`src/sfrmap_pkg.sv`:
```
// package: sfr offsets, field positions, reset values and clock-source codes
package sfrmap_pkg;
	localparam logic [7:0] ADDR_AUX = 8'ha2;
	localparam logic [7:0] ADDR_COMPARATOR_ONE_CONTROL = 8'hac;
	localparam logic [7:0] ADDR_COMPARATOR_TWO_CONTROL = 8'had;
	localparam logic [7:0] ADDR_BAUD_GENERATOR_CONTROL = 8'hbd;
	localparam logic [7:0] ADDR_BRLO = 8'hbe;
	localparam logic [7:0] ADDR_BRHI = 8'hbf;
	localparam logic [7:0] ADDR_ACC = 8'he0;
	localparam logic [7:0] ADDR_CCA = 8'hea;
	localparam logic [7:0] ADDR_CCB = 8'heb;
	localparam logic [7:0] ADDR_CCC = 8'hec;
	localparam logic [7:0] ADDR_CCD = 8'hed;
	localparam logic [7:0] ADDR_B = 8'hf0;
	localparam logic [7:0] ADDR_DEE = 8'hf1;
	localparam logic [7:0] ADDR_TRIM = 8'h96;
	localparam logic [4:0] ACC_BITBASE = 5'h1c;
	localparam logic [7:0] RST_ZERO = 8'h00;
	localparam logic [7:0] RST_DEE = 8'h08;
	localparam logic [7:0] RST_TRIM = 8'h00;
	localparam logic [7:0] MASK_AUX = 8'hf9;
	localparam logic [7:0] MASK_CMP = 8'h3f;
	localparam logic [7:0] MASK_BAUD_GENERATOR_CONTROL = 8'h03;
	localparam logic [7:0] MASK_CCCD = 8'h07;
	localparam logic [7:0] MASK_DEE = 8'hf7;
	localparam logic [7:0] MASK_CMP_SW = 8'h3c;
	localparam int CMP_FLAG_BIT = 0;
	localparam int CMP_RESULT_BIT = 1;
	localparam int TRIM_CLKEN_BIT = 6;
	localparam int DEE_IF_BIT = 7;
	localparam int DEE_HV_BIT = 6;
	localparam logic [2:0] CFG_XTAL_LO = 3'h0;
	localparam logic [2:0] CFG_XTAL_MED = 3'h1;
	localparam logic [2:0] CFG_XTAL_HI = 3'h2;
	localparam logic [2:0] CFG_RC = 3'h3;
	localparam logic [2:0] CFG_WDOG = 3'h4;
	localparam logic [2:0] CFG_EXT = 3'h7;
endpackage : sfrmap_pkg

```
`src/sfrmap_bank.sv`:
```
// special-function register bank with crystal pin options
`timescale 1ns/1ps
`default_nettype none
module sfrmap_bank (
	input wire logic core_clk, // cpu clock
	input wire logic rst, // sync reset, active high
	input wire logic [7:0] sfrAddr, // sfr address
	input wire logic [7:0] sfrWdata, // write data
	input wire logic sfrWr, // byte write strobe
	input wire logic sfrRd, // read strobe
	output logic [7:0] sfrRdata, // read data, registered
	input wire logic bitWr, // bit write strobe
	input wire logic [7:0] bitAddr, // bit address
	input wire logic bitVal, // bit write value
	output logic bitRdata, // addressed bit value, combinational
	input wire logic [2:0] clkSource, // nonvolatile clock option
	input wire logic rtcOnCrystal, // crystal pins clock the system timer
	input wire logic cmp1Raw, // comparator one analog result, async
	input wire logic cmp2Raw, // comparator two analog result, async
	input wire logic eeDoneEvt, // eeprom done pulse, core clock
	input wire logic eeHvErrEvt, // high-voltage error pulse, core clock
	input wire logic port3Bit0Out, // port bit 0 value
	input wire logic port3Bit0Oe, // port bit 0 enable
	input wire logic port3Bit1Out, // port bit 1 value
	input wire logic port3Bit1Oe, // port bit 1 enable
	output logic [7:0] auxReg, // auxiliary function
	output logic [7:0] cmp1Ctrl, // comparator one control
	output logic [7:0] cmp2Ctrl, // comparator two control
	output logic [7:0] brgCtrl, // baud generator control
	output logic [15:0] baudRate, // baud divisor
	output logic [7:0] accReg, // accumulator
	output logic [7:0] bReg, // b operand
	output logic [31:0] ccCtrl, // capture compare a..d controls
	output logic [7:0] eeCtrl, // eeprom control
	output logic [7:0] trimReg, // trim register
	output logic crystalMode, // pins belong to the oscillator
	output logic port3Bit1IsGpio, // bit 1 is a port bit
	output logic halfRateClockOut, // divided clock
	output logic pin0Out, // pin bit 0 value
	output logic pin0Oe, // pin bit 0 enable
	output logic pin1Out, // pin bit 1 value
	output logic pin1Oe // pin bit 1 enable
);
	typedef struct packed {
		logic [7:0] aux;
		logic [7:0] comparator_one_control;
		logic [7:0] comparator_two_control;
		logic [7:0] brg;
		logic [7:0] brlo;
		logic [7:0] brhi;
		logic [7:0] acc;
		logic [7:0] cca;
		logic [7:0] ccb;
		logic [7:0] ccc;
		logic [7:0] ccd;
		logic [7:0] b;
		logic [7:0] dee;
		logic [7:0] trim;
		logic [7:0] rdata;
		logic [1:0] c1Sync;
		logic [1:0] c2Sync;
	} sfrmap_bank_s;
	sfrmap_bank_s state, next_state;

	////////////////////////////////////////////////////////////////
	// decode helpers

	// mask of implemented bits per address; zero means undefined location; no bit here is fixed at one
	function automatic logic [7:0] implMask(input logic [7:0] a);
		case (a)
			sfrmap_pkg::ADDR_AUX: implMask = sfrmap_pkg::MASK_AUX;
			sfrmap_pkg::ADDR_COMPARATOR_ONE_CONTROL, sfrmap_pkg::ADDR_COMPARATOR_TWO_CONTROL: implMask = sfrmap_pkg::MASK_CMP;
			sfrmap_pkg::ADDR_BAUD_GENERATOR_CONTROL: implMask = sfrmap_pkg::MASK_BAUD_GENERATOR_CONTROL;
			sfrmap_pkg::ADDR_CCC, sfrmap_pkg::ADDR_CCD: implMask = sfrmap_pkg::MASK_CCCD;
			sfrmap_pkg::ADDR_DEE: implMask = sfrmap_pkg::MASK_DEE;
			sfrmap_pkg::ADDR_BRLO, sfrmap_pkg::ADDR_BRHI, sfrmap_pkg::ADDR_ACC, sfrmap_pkg::ADDR_CCA,
			sfrmap_pkg::ADDR_CCB, sfrmap_pkg::ADDR_B, sfrmap_pkg::ADDR_TRIM: implMask = 8'hff;
			default: implMask = 8'h00;
		endcase
	endfunction : implMask

	// raw stored byte at an address
	function automatic logic [7:0] rawByte(input sfrmap_bank_s s, input logic [7:0] a);
		case (a)
			sfrmap_pkg::ADDR_AUX: rawByte = s.aux;
			sfrmap_pkg::ADDR_COMPARATOR_ONE_CONTROL: rawByte = s.comparator_one_control;
			sfrmap_pkg::ADDR_COMPARATOR_TWO_CONTROL: rawByte = s.comparator_two_control;
			sfrmap_pkg::ADDR_BAUD_GENERATOR_CONTROL: rawByte = s.brg;
			sfrmap_pkg::ADDR_BRLO: rawByte = s.brlo;
			sfrmap_pkg::ADDR_BRHI: rawByte = s.brhi;
			sfrmap_pkg::ADDR_ACC: rawByte = s.acc;
			sfrmap_pkg::ADDR_CCA: rawByte = s.cca;
			sfrmap_pkg::ADDR_CCB: rawByte = s.ccb;
			sfrmap_pkg::ADDR_CCC: rawByte = s.ccc;
			sfrmap_pkg::ADDR_CCD: rawByte = s.ccd;
			sfrmap_pkg::ADDR_B: rawByte = s.b;
			sfrmap_pkg::ADDR_DEE: rawByte = s.dee;
			sfrmap_pkg::ADDR_TRIM: rawByte = s.trim;
			default: rawByte = 8'h00;
		endcase
	endfunction : rawByte

	// hardware-owned bits of a comparator: result follows synced input,
	// flag sets on change and the set wins over a same-cycle software clear
	function automatic logic [7:0] cmpUpdate(input logic [7:0] cur, input logic [1:0] sync,
		input logic wr, input logic [7:0] wd);
		logic [7:0] r;
		logic chg;
		r = cur;
		chg = sync[1] != cur[sfrmap_pkg::CMP_RESULT_BIT];
		if (wr)
		begin
			r = (r & ~sfrmap_pkg::MASK_CMP_SW) | (wd & sfrmap_pkg::MASK_CMP_SW);
			r[sfrmap_pkg::CMP_FLAG_BIT] = wd[sfrmap_pkg::CMP_FLAG_BIT];
		end
		r[sfrmap_pkg::CMP_RESULT_BIT] = sync[1];
		if (chg)
			r[sfrmap_pkg::CMP_FLAG_BIT] = 1'b1;
		cmpUpdate = r & sfrmap_pkg::MASK_CMP;
	endfunction : cmpUpdate

	////////////////////////////////////////////////////////////////
	// next-state logic: byte writes, bit writes, synchronisers and event flags
	logic [7:0] wrAddr;
	logic [7:0] wrData;
	logic anyWr;
	logic [7:0] bitByteAddr;
	logic [7:0] cur;
	always_comb
	begin
		next_state = state;
		// bit space: e0..e7 map onto the accumulator only
		bitByteAddr = {bitAddr[7:3], 3'h0};
		cur = rawByte(state, bitByteAddr);
		if (bitWr && bitByteAddr == sfrmap_pkg::ADDR_ACC)
			cur[bitAddr[2:0]] = bitVal;
		anyWr = sfrWr || (bitWr && bitByteAddr == sfrmap_pkg::ADDR_ACC);
		wrAddr = sfrWr ? sfrAddr : bitByteAddr;
		wrData = sfrWr ? sfrWdata : cur;
		// stored value is masked so a write leaves reserved and fixed-zero bits at zero
		if (anyWr)
		begin
			case (wrAddr)
				sfrmap_pkg::ADDR_AUX: next_state.aux = wrData & sfrmap_pkg::MASK_AUX;
				sfrmap_pkg::ADDR_BAUD_GENERATOR_CONTROL: next_state.brg = wrData & sfrmap_pkg::MASK_BAUD_GENERATOR_CONTROL;
				sfrmap_pkg::ADDR_BRLO: next_state.brlo = wrData;
				sfrmap_pkg::ADDR_BRHI: next_state.brhi = wrData;
				sfrmap_pkg::ADDR_ACC: next_state.acc = wrData;
				sfrmap_pkg::ADDR_CCA: next_state.cca = wrData;
				sfrmap_pkg::ADDR_CCB: next_state.ccb = wrData;
				sfrmap_pkg::ADDR_CCC: next_state.ccc = wrData & sfrmap_pkg::MASK_CCCD;
				sfrmap_pkg::ADDR_CCD: next_state.ccd = wrData & sfrmap_pkg::MASK_CCCD;
				sfrmap_pkg::ADDR_B: next_state.b = wrData;
				sfrmap_pkg::ADDR_DEE: next_state.dee = wrData & sfrmap_pkg::MASK_DEE;
				sfrmap_pkg::ADDR_TRIM: next_state.trim = wrData;
				default: ; // undefined or comparator: handled below or dropped
			endcase
		end
		// comparator inputs cross from the analog side through two flops
		next_state.c1Sync = {state.c1Sync[0], cmp1Raw};
		next_state.c2Sync = {state.c2Sync[0], cmp2Raw};
		next_state.comparator_one_control = cmpUpdate(state.comparator_one_control, state.c1Sync, sfrWr && sfrAddr == sfrmap_pkg::ADDR_COMPARATOR_ONE_CONTROL,
			sfrWdata);
		next_state.comparator_two_control = cmpUpdate(state.comparator_two_control, state.c2Sync, sfrWr && sfrAddr == sfrmap_pkg::ADDR_COMPARATOR_TWO_CONTROL,
			sfrWdata);
		// eeprom events set their flags after any software write, so set wins
		if (eeDoneEvt)
			next_state.dee[sfrmap_pkg::DEE_IF_BIT] = 1'b1;
		if (eeHvErrEvt)
			next_state.dee[sfrmap_pkg::DEE_HV_BIT] = 1'b1;
		// read data: unimplemented bits read zero, undefined address reads zero
		if (sfrRd)
			next_state.rdata = rawByte(state, sfrAddr) & implMask(sfrAddr);
	end

	always_ff @(posedge core_clk)
	begin
		if (rst)
		begin
			state <= '0;
			state.dee <= sfrmap_pkg::RST_DEE;
			state.trim <= sfrmap_pkg::RST_TRIM;
		end
		else
			state <= next_state;
	end

	////////////////////////////////////////////////////////////////
	// outputs
	assign sfrRdata = state.rdata;
	// a function result cannot be bit-selected directly, so the byte gets its own net
	logic [7:0] bitByte;
	assign bitByte = rawByte(state, {bitAddr[7:3], 3'h0});
	assign bitRdata = bitByte[bitAddr[2:0]] & ({bitAddr[7:3], 3'h0} == sfrmap_pkg::ADDR_ACC);
	assign auxReg = state.aux;
	assign cmp1Ctrl = state.comparator_one_control;
	assign cmp2Ctrl = state.comparator_two_control;
	assign brgCtrl = state.brg;
	assign baudRate = {state.brhi, state.brlo};
	assign accReg = state.acc;
	assign bReg = state.b;
	assign ccCtrl = {state.ccd, state.ccc, state.ccb, state.cca};
	assign eeCtrl = state.dee;
	assign trimReg = state.trim;

	// pin function select and clock output
	sfrmap_pins u_pins (
		.core_clk(core_clk),
		.rst(rst),
		.clkSource(clkSource),
		.rtcOnCrystal(rtcOnCrystal),
		.clockOutEnable(state.trim[sfrmap_pkg::TRIM_CLKEN_BIT]),
		.port3Bit0Out(port3Bit0Out),
		.port3Bit0Oe(port3Bit0Oe),
		.port3Bit1Out(port3Bit1Out),
		.port3Bit1Oe(port3Bit1Oe),
		.crystalMode(crystalMode),
		.port3Bit1IsGpio(port3Bit1IsGpio),
		.halfRateClockOut(halfRateClockOut),
		.pin0Out(pin0Out),
		.pin0Oe(pin0Oe),
		.pin1Out(pin1Out),
		.pin1Oe(pin1Oe)
	);

	////////////////////////////////////////////////////////////////
	// checks
	property p_undef_reads_zero;
		@(posedge core_clk) disable iff (rst)
		sfrRd && implMask(sfrAddr) == 8'h00 |=> sfrRdata == 8'h00;
	endproperty
	a_undef_reads_zero: assert property (p_undef_reads_zero) else $error("undefined sfr read nonzero");

	property p_cmp_top_zero;
		@(posedge core_clk) disable iff (rst)
		sfrRd && (sfrAddr == sfrmap_pkg::ADDR_COMPARATOR_ONE_CONTROL || sfrAddr == sfrmap_pkg::ADDR_COMPARATOR_TWO_CONTROL) |=> sfrRdata[7:6] == 2'b00;
	endproperty
	a_cmp_top_zero: assert property (p_cmp_top_zero) else $error("comparator reserved bits set");

	property p_aux_fixed_zero;
		@(posedge core_clk) disable iff (rst)
		sfrRd && sfrAddr == sfrmap_pkg::ADDR_AUX |=> sfrRdata[2] == 1'b0;
	endproperty
	a_aux_fixed_zero: assert property (p_aux_fixed_zero) else $error("fixed zero bit read one");

	property p_cmp_flag_set;
		@(posedge core_clk) disable iff (rst)
		state.c1Sync[1] != cmp1Ctrl[sfrmap_pkg::CMP_RESULT_BIT] |=> cmp1Ctrl[sfrmap_pkg::CMP_FLAG_BIT];
	endproperty
	a_cmp_flag_set: assert property (p_cmp_flag_set) else $error("comparator change flag missed");

	property p_ee_flag_set;
		@(posedge core_clk) disable iff (rst)
		eeDoneEvt |=> eeCtrl[sfrmap_pkg::DEE_IF_BIT] && (!eeCtrl[3] || $past(eeCtrl[3]));
	endproperty
	a_ee_flag_set: assert property (p_ee_flag_set) else $error("eeprom flag lost or reserved set");

	property p_acc_bitwrite;
		@(posedge core_clk) disable iff (rst)
		bitWr && !sfrWr && bitAddr[7:3] == 5'h1c |=> accReg[$past(bitAddr[2:0])] == $past(bitVal);
	endproperty
	a_acc_bitwrite: assert property (p_acc_bitwrite) else $error("accumulator bit write lost");

	property p_brg_reserved;
		@(posedge core_clk) disable iff (rst)
		sfrWr && sfrAddr == sfrmap_pkg::ADDR_BAUD_GENERATOR_CONTROL |=> brgCtrl[7:2] == 6'h00;
	endproperty
	a_brg_reserved: assert property (p_brg_reserved) else $error("reserved bits stored");

	property p_comparator_two_control_flag_set;
		@(posedge core_clk) disable iff (rst)
		state.c2Sync[1] != cmp2Ctrl[sfrmap_pkg::CMP_RESULT_BIT] |=> cmp2Ctrl[sfrmap_pkg::CMP_FLAG_BIT];
	endproperty
	a_comparator_two_control_flag_set: assert property (p_comparator_two_control_flag_set) else $error("comparator two change flag missed");

	// result bits follow the second synchroniser stage one edge later
	property p_cmp_result_follows;
		@(posedge core_clk) disable iff (rst)
		1'b1 |=> cmp1Ctrl[sfrmap_pkg::CMP_RESULT_BIT] == $past(state.c1Sync[1])
			&& cmp2Ctrl[sfrmap_pkg::CMP_RESULT_BIT] == $past(state.c2Sync[1]);
	endproperty
	a_cmp_result_follows: assert property (p_cmp_result_follows) else $error("comparator result stale");

	property p_cmp_reserved_zero;
		@(posedge core_clk) disable iff (rst)
		cmp1Ctrl[7:6] == 2'b00 && cmp2Ctrl[7:6] == 2'b00;
	endproperty
	a_cmp_reserved_zero: assert property (p_cmp_reserved_zero) else $error("comparator top bits hold one");

	property p_ee_hv_set;
		@(posedge core_clk) disable iff (rst)
		eeHvErrEvt |=> eeCtrl[sfrmap_pkg::DEE_HV_BIT];
	endproperty
	a_ee_hv_set: assert property (p_ee_hv_set) else $error("high-voltage error flag lost");

	// first edge out of reset shows the documented reset image
	property p_reset_image;
		@(posedge core_clk) disable iff (rst)
		$fell(rst) |-> eeCtrl == sfrmap_pkg::RST_DEE && accReg == 8'h00
			&& cmp1Ctrl == 8'h00 && cmp2Ctrl == 8'h00;
	endproperty
	a_reset_image: assert property (p_reset_image) else $error("reset image wrong");

	property p_dee_reserved_write;
		@(posedge core_clk) disable iff (rst)
		sfrWr && sfrAddr == sfrmap_pkg::ADDR_DEE |=> !eeCtrl[3];
	endproperty
	a_dee_reserved_write: assert property (p_dee_reserved_write) else $error("eeprom reserved bit kept");

	property p_cccd_reserved;
		@(posedge core_clk) disable iff (rst)
		sfrWr && (sfrAddr == sfrmap_pkg::ADDR_CCC || sfrAddr == sfrmap_pkg::ADDR_CCD)
			|=> ccCtrl[31:27] == 5'h00 && ccCtrl[23:19] == 5'h00;
	endproperty
	a_cccd_reserved: assert property (p_cccd_reserved) else $error("compare reserved bits stored");

	property p_aux_dash_zero;
		@(posedge core_clk) disable iff (rst)
		sfrRd && sfrAddr == sfrmap_pkg::ADDR_AUX |=> sfrRdata[1] == 1'b0;
	endproperty
	a_aux_dash_zero: assert property (p_aux_dash_zero) else $error("reserved aux bit read one");

	property p_acc_bytewrite;
		@(posedge core_clk) disable iff (rst)
		sfrWr && sfrAddr == sfrmap_pkg::ADDR_ACC |=> accReg == $past(sfrWdata);
	endproperty
	a_acc_bytewrite: assert property (p_acc_bytewrite) else $error("accumulator byte write lost");

	// bit space outside the accumulator is not served here
	property p_bit_outside_zero;
		@(posedge core_clk) disable iff (rst)
		bitAddr[7:3] != sfrmap_pkg::ACC_BITBASE |-> !bitRdata;
	endproperty
	a_bit_outside_zero: assert property (p_bit_outside_zero) else $error("bit read outside accumulator");
endmodule : sfrmap_bank
`default_nettype wire

```
`src/sfrmap_pins.sv`:
```
// crystal-pin function select and half-rate clock output
`timescale 1ns/1ps
`default_nettype none
module sfrmap_pins (
	input wire logic core_clk, // cpu clock
	input wire logic rst, // sync reset, active high
	input wire logic [2:0] clkSource, // nonvolatile clock option
	input wire logic rtcOnCrystal, // crystal pins clock the system timer
	input wire logic clockOutEnable, // trim enable bit
	input wire logic port3Bit0Out, // port logic drive value bit 0
	input wire logic port3Bit0Oe, // port logic enable bit 0
	input wire logic port3Bit1Out, // port logic drive value bit 1
	input wire logic port3Bit1Oe, // port logic enable bit 1
	output logic crystalMode, // pins belong to the oscillator
	output logic port3Bit1IsGpio, // bit 1 usable as a port bit
	output logic halfRateClockOut, // divided clock level
	output logic pin0Out, // pin bit 0 drive value
	output logic pin0Oe, // pin bit 0 enable
	output logic pin1Out, // pin bit 1 drive value
	output logic pin1Oe // pin bit 1 enable
);
	typedef struct packed {
		logic div;
	} sfrmap_pins_s;
	sfrmap_pins_s state, next_state;
	logic clkOutAllowed;

	////////////////////////////////////////////////////////////////
	// source decode
	always_comb
	begin
		crystalMode = (clkSource == sfrmap_pkg::CFG_XTAL_LO) || (clkSource == sfrmap_pkg::CFG_XTAL_MED)
			|| (clkSource == sfrmap_pkg::CFG_XTAL_HI) || rtcOnCrystal;
		port3Bit1IsGpio = ((clkSource == sfrmap_pkg::CFG_RC) || (clkSource == sfrmap_pkg::CFG_WDOG))
			&& !rtcOnCrystal;
		// external clock still uses bit 1 as input, yet bit 0 is free for the clock output
		clkOutAllowed = ((clkSource == sfrmap_pkg::CFG_RC) || (clkSource == sfrmap_pkg::CFG_WDOG)
			|| (clkSource == sfrmap_pkg::CFG_EXT)) && !rtcOnCrystal;
	end

	////////////////////////////////////////////////////////////////
	// toggle divider; held low while disabled so each enable starts clean
	always_comb
	begin
		next_state = state;
		next_state.div = (clockOutEnable && clkOutAllowed) ? !state.div : 1'b0;
	end

	always_ff @(posedge core_clk)
	begin
		if (rst)
			state <= '0;
		else
			state <= next_state;
	end

	// pin muxing: oscillator owns pins in crystal mode, amplifier drive is analog so oe stays low here
	always_comb
	begin
		halfRateClockOut = state.div;
		if (crystalMode)
		begin
			pin0Out = 1'b0;
			pin0Oe = 1'b0;
		end
		else if (clockOutEnable && clkOutAllowed)
		begin
			pin0Out = state.div;
			pin0Oe = 1'b1;
		end
		else
		begin
			pin0Out = port3Bit0Out;
			pin0Oe = port3Bit0Oe;
		end
		pin1Out = port3Bit1IsGpio ? port3Bit1Out : 1'b0;
		pin1Oe = port3Bit1IsGpio ? port3Bit1Oe : 1'b0;
	end

	// the output must follow the divider when enabled
	property p_half_rate_clock_out_toggles;
		@(posedge core_clk) disable iff (rst)
		(clockOutEnable && clkOutAllowed && !crystalMode) [*2] |-> pin0Out != $past(pin0Out);
	endproperty
	a_half_rate_clock_out_toggles: assert property (p_half_rate_clock_out_toggles) else $error("clock out not toggling");

	property p_half_rate_clock_out_blocked;
		@(posedge core_clk) disable iff (rst)
		rtcOnCrystal |-> !(pin0Oe && pin0Out) ##1 1'b1;
	endproperty
	a_half_rate_clock_out_blocked: assert property (p_half_rate_clock_out_blocked) else $error("clock out while rtc on crystal");

	property p_crystal_owns;
		@(posedge core_clk) disable iff (rst)
		crystalMode |-> !pin0Oe && !pin1Oe;
	endproperty
	a_crystal_owns: assert property (p_crystal_owns) else $error("port drives crystal pins");

	property p_gpio1;
		@(posedge core_clk) disable iff (rst)
		!port3Bit1IsGpio |-> !pin1Oe;
	endproperty
	a_gpio1: assert property (p_gpio1) else $error("bit 1 driven while not a port bit");
endmodule : sfrmap_pins
`default_nettype wire

```
`config.mk`:
```
export PLATFORM = sky130hd
export DESIGN_NAME = sfrmap_bank
export DESIGN_NICKNAME = d
export VERILOG_FILES = /design/src/sfrmap_pkg.sv /design/src/sfrmap_bank.sv /design/src/sfrmap_pins.sv
export SDC_FILE = /design/constraint.sdc
export NUM_CORES = 1
export LEC_CHECK = 0
export BUFFER_PORTS_ARGS = -buffer_cell sky130_fd_sc_hd__buf_2
export CAP_MARGIN = 10
export CORE_ASPECT_RATIO = 1.25
export CORE_MARGIN = 4
export CORE_UTILIZATION = 35
export DETAILED_ROUTE_END_ITERATION = 10
export GPL_TIMING_DRIVEN = 0
export SLEW_MARGIN = 20
export SYNTH_ARGS = -nofsm -noshare
export SYNTH_HDL_FRONTEND = slang
export SYNTH_SLANG_ARGS = --single-unit
```
`constraint.sdc`:
```
create_clock -name core_clk -period 4.65 [get_ports core_clk]
set_input_delay 0.465 -clock core_clk [delete_from_list [all_inputs] [get_ports core_clk]]
set_output_delay 0.465 -clock core_clk [all_outputs]
set_load 0.005 [all_outputs]
```
==> out/metrics.yaml <==
sta:
  fin_tns_setup_ps: 0
  period_share_pct: 53.7
  fmaxAchievable_mhz: 401
  hold_viol_final: 0
  relSlewSlack_pct: 42.6
  layout_min_cycle_time_ps: 2500
  rsz0062_at_grt: "false"
  setup_viol: 0
  drv_slew: 0
  finClkSkew_ps: 11.2
  worst_slew_pin_slew_ps: 855
setup_path:
  worst_ep_arrival_time_ps: 2030
  cp.required_ps: 4180
  reg2reg_depth: 5
  cp-end-kind: "primary output"
  path_class: "input pin to primary output"
  r2r_setup_slack_ps: 2870
  start_kind: "input pin"
  crit_fanout: 10
  r2r-start: "accReg[2]"
  timing.rr.end: "sfrRdata[2]"
finish:
  final_layout_size_suffix_gt1_share_pct: 26.7
  num-nets-final: 883
  instances_no_fill: 1058
  area_growth_pct: 24.4
  n_antenna_cell: 0
global_route:
  grt_use_met3_pct: 4.59
  grt_max_degree: 19
  gr-usage-all-layers_pct: 23.6
  grt_pass1_vias: 5474
  grt_util_met1_pct: 29.7
  grt_antenna_before_repair: 1
  busiest_layer: "met2"
  globalRouteOverflowTotal: 0
  met2_usage_pct: 39.1
  grt_pass1_wl_mm: 32.5
power:
  vdd_drop_max_mv: 0.164
  power_leakage_nw: 3.02
  pwr_density_cell_nw_per_um2: 270
synthesis:
  synth_seq_area_share_pct: 37.0
  netlist_area_sq_um: 5580
  synthTopCellsByArea: "dfxtp_1, mux2i_1, nand2_1"
  yosys_warnings: 0
  yosysTopAreaCellShare_pct: 37.0
  ys_seq_elements: 103
  synth-edff-count: 0
  synth_cells: 668
  async_flop_share_pct: 0
  ys_types: 71
  synth_top_cell_by_area: "dfxtp_1"
  synthFlopType: "dfxtp_1"
  synth_most_common_cell: "dfxtp_1"
  ys_top_cells_by_count: "dfxtp_1, nand2_1, nor2_1"
  avgSynthCellArea_sq_um: 8.35
routing:
  num_vias: 5771
  wire_per_inst_um: 20.7
  post_drt_via_cell_ratio: 5.45
  drc: 0
  wirelength_mm: 21.9
  postRouteAntennaNets: 0
  drt-initial-drc-count: 517
  firstDrtPassIters: 5
min_path:
  worstHoldPathType: "input pin to flop"
  min-delay-start: "cmp1Raw"
  hold_end: "next_state[3]"
  min_path_cells: 2
placement:
  place_inst: 1042
  gp_congestion: 0.965
  dp_hpwl_mm: 16.7
  port_buffers: 141
status:
  status: "completed"
die:
  core-area_sq_um: 15600
  floorplan.initialDensity_pct: 35.7
  rows: 51
  die_h_um: 149
  dieArea_sq_um: 18000
  die_w_um: 121
  pin_count: 170
clock_tree:
  postCtsSetupRepairBufs: 0
  cts_tree: "yes"
  numCtsBuffers: 9
  cts_resized: 0
  cts_root_buf: "clkbuf_16"
  cts_max_level: 3
  ctsHoldBuffers: 0
  clk_path_buf_depth: 2
  clk_latency_ps: 350
  cts.clk_slew.worst_paths_ps: 70
  cts.sink_count: 103
flow_run:
  drv_cap: 0
## stage by stage
| step | area, sq um | setup WS, ps | util (%) | power, mW | hold slack [ps] |
|---|---|---|---|---|---|
| finish | 6940 | 2150 | 44.4 | 1.87 | 319 |
| detailed placement | 6630 | 2110 | 42.4 | 1.11 | 423 |
| CTS | 6940 | 2160 | 44.4 | 1.88 | 315 |
| global placement | 6630 | 2040 | 42.4 | 1.11 | 416 |
| global route | 6940 | 2000 | 44.4 | 1.93 | 323 |
| floorplan | 5660 | 2490 | - | 1.03 | 414 |
## metal layers
metal	up-vias	part of all wire, %
met1	2739	41
met2	261	47
met5	-	0.050
met4	2	4.2
met3	55	7.9
li1	2714	-
## worst max-delay path, cell delays in order
cell	delay, ps
buf_2	100
nand4b_1	190
clkbuf_1	250
nor3_1	220
nor2_1	70
a21o_1	170
a2111oi_0	380
buf_2	190
## state kept, by name, indices dropped and copies added (netlist names), 8 cells and up
register / count
ccCtrl: 22
bReg: 8
sfrRdata: 8
eeCtrl: 8
trimReg: 8
accReg: 8
baudRate: 16
## cell usage in the layout, fill, tap and decap left out, drive strengths merged, types with 4 or more instances in the layout
master   count
a2111oi      4
a211oi      10
a21oi       49
a221oi       4
a22oi        6
a32o         4
and2         5
and3        13
and4b        5
buf        186
clkbuf      45
conb        22
dfxtp      103
inv         13
mux2         9
mux2i       57
nand2       77
nand2b       6
nand3       40
nand4       11
nand4b       4
nor2        72
nor2b       11
nor3        11
nor4         8
o21ai        8
o31ai        5
## how the worst max path moves through the flow
| stage | start | endpoint | slack [ps] | cells past startpoint |
|---|---|---|---|---|
| 2_1_floorplan | bitAddr[3] | bitRdata | 2490 | 6 |
| 3_3_place_gp | sfrAddr[7] | sfrRdata[5] | 2040 | 7 |
| 3_5_place_dp | sfrAddr[3] | accReg[2] | 2110 | 8 |
| 4_1_cts | bitAddr[3] | bitRdata | 2160 | 8 |
| 5_1_grt | bitAddr[3] | bitRdata | 2000 | 8 |
| 6_report | bitAddr[3] | bitRdata | 2150 | 8 |
## logic make-up (layout without fill, tap and decap cells)
group / Yosys count / in the layout / synth area share, %
compound gates: 121 / 121 / 15.2
simple gates: 282 / 282 / 25.9
mux: 68 / 68 / 12.9
other cells: 1 / 22 / 0.0672
buf+inv: 91 / 248 / 8.70
xor+xnor: 2 / 2 / 0.314
flops: 103 / 103 / 37.0
## cell type report
| class | instances | area [sq um] |
|---|---|---|
| plain buffers | 81 | 448 |
| clock buffers | 9 | 225 |
| clock inverters | 7 | 77.6 |
| fillers | 1605 | 8700 |
| inverters | 10 | 37.5 |
| multi-input cells | 495 | 3120 |
| flip-flops and latches | 103 | 2060 |
| well taps | 212 | 265 |
| repair buffers | 141 | 706 |
## report_power, final
group	switching (mW)	total [mW]	internal, mW
combinational	0.129	0.197	0.0678
sequential	0.00568	0.894	0.888
clock	0.360	0.784	0.424
total	0.495	1.87	1.38
Note: power is estimated with default switching activity, not from simulation.
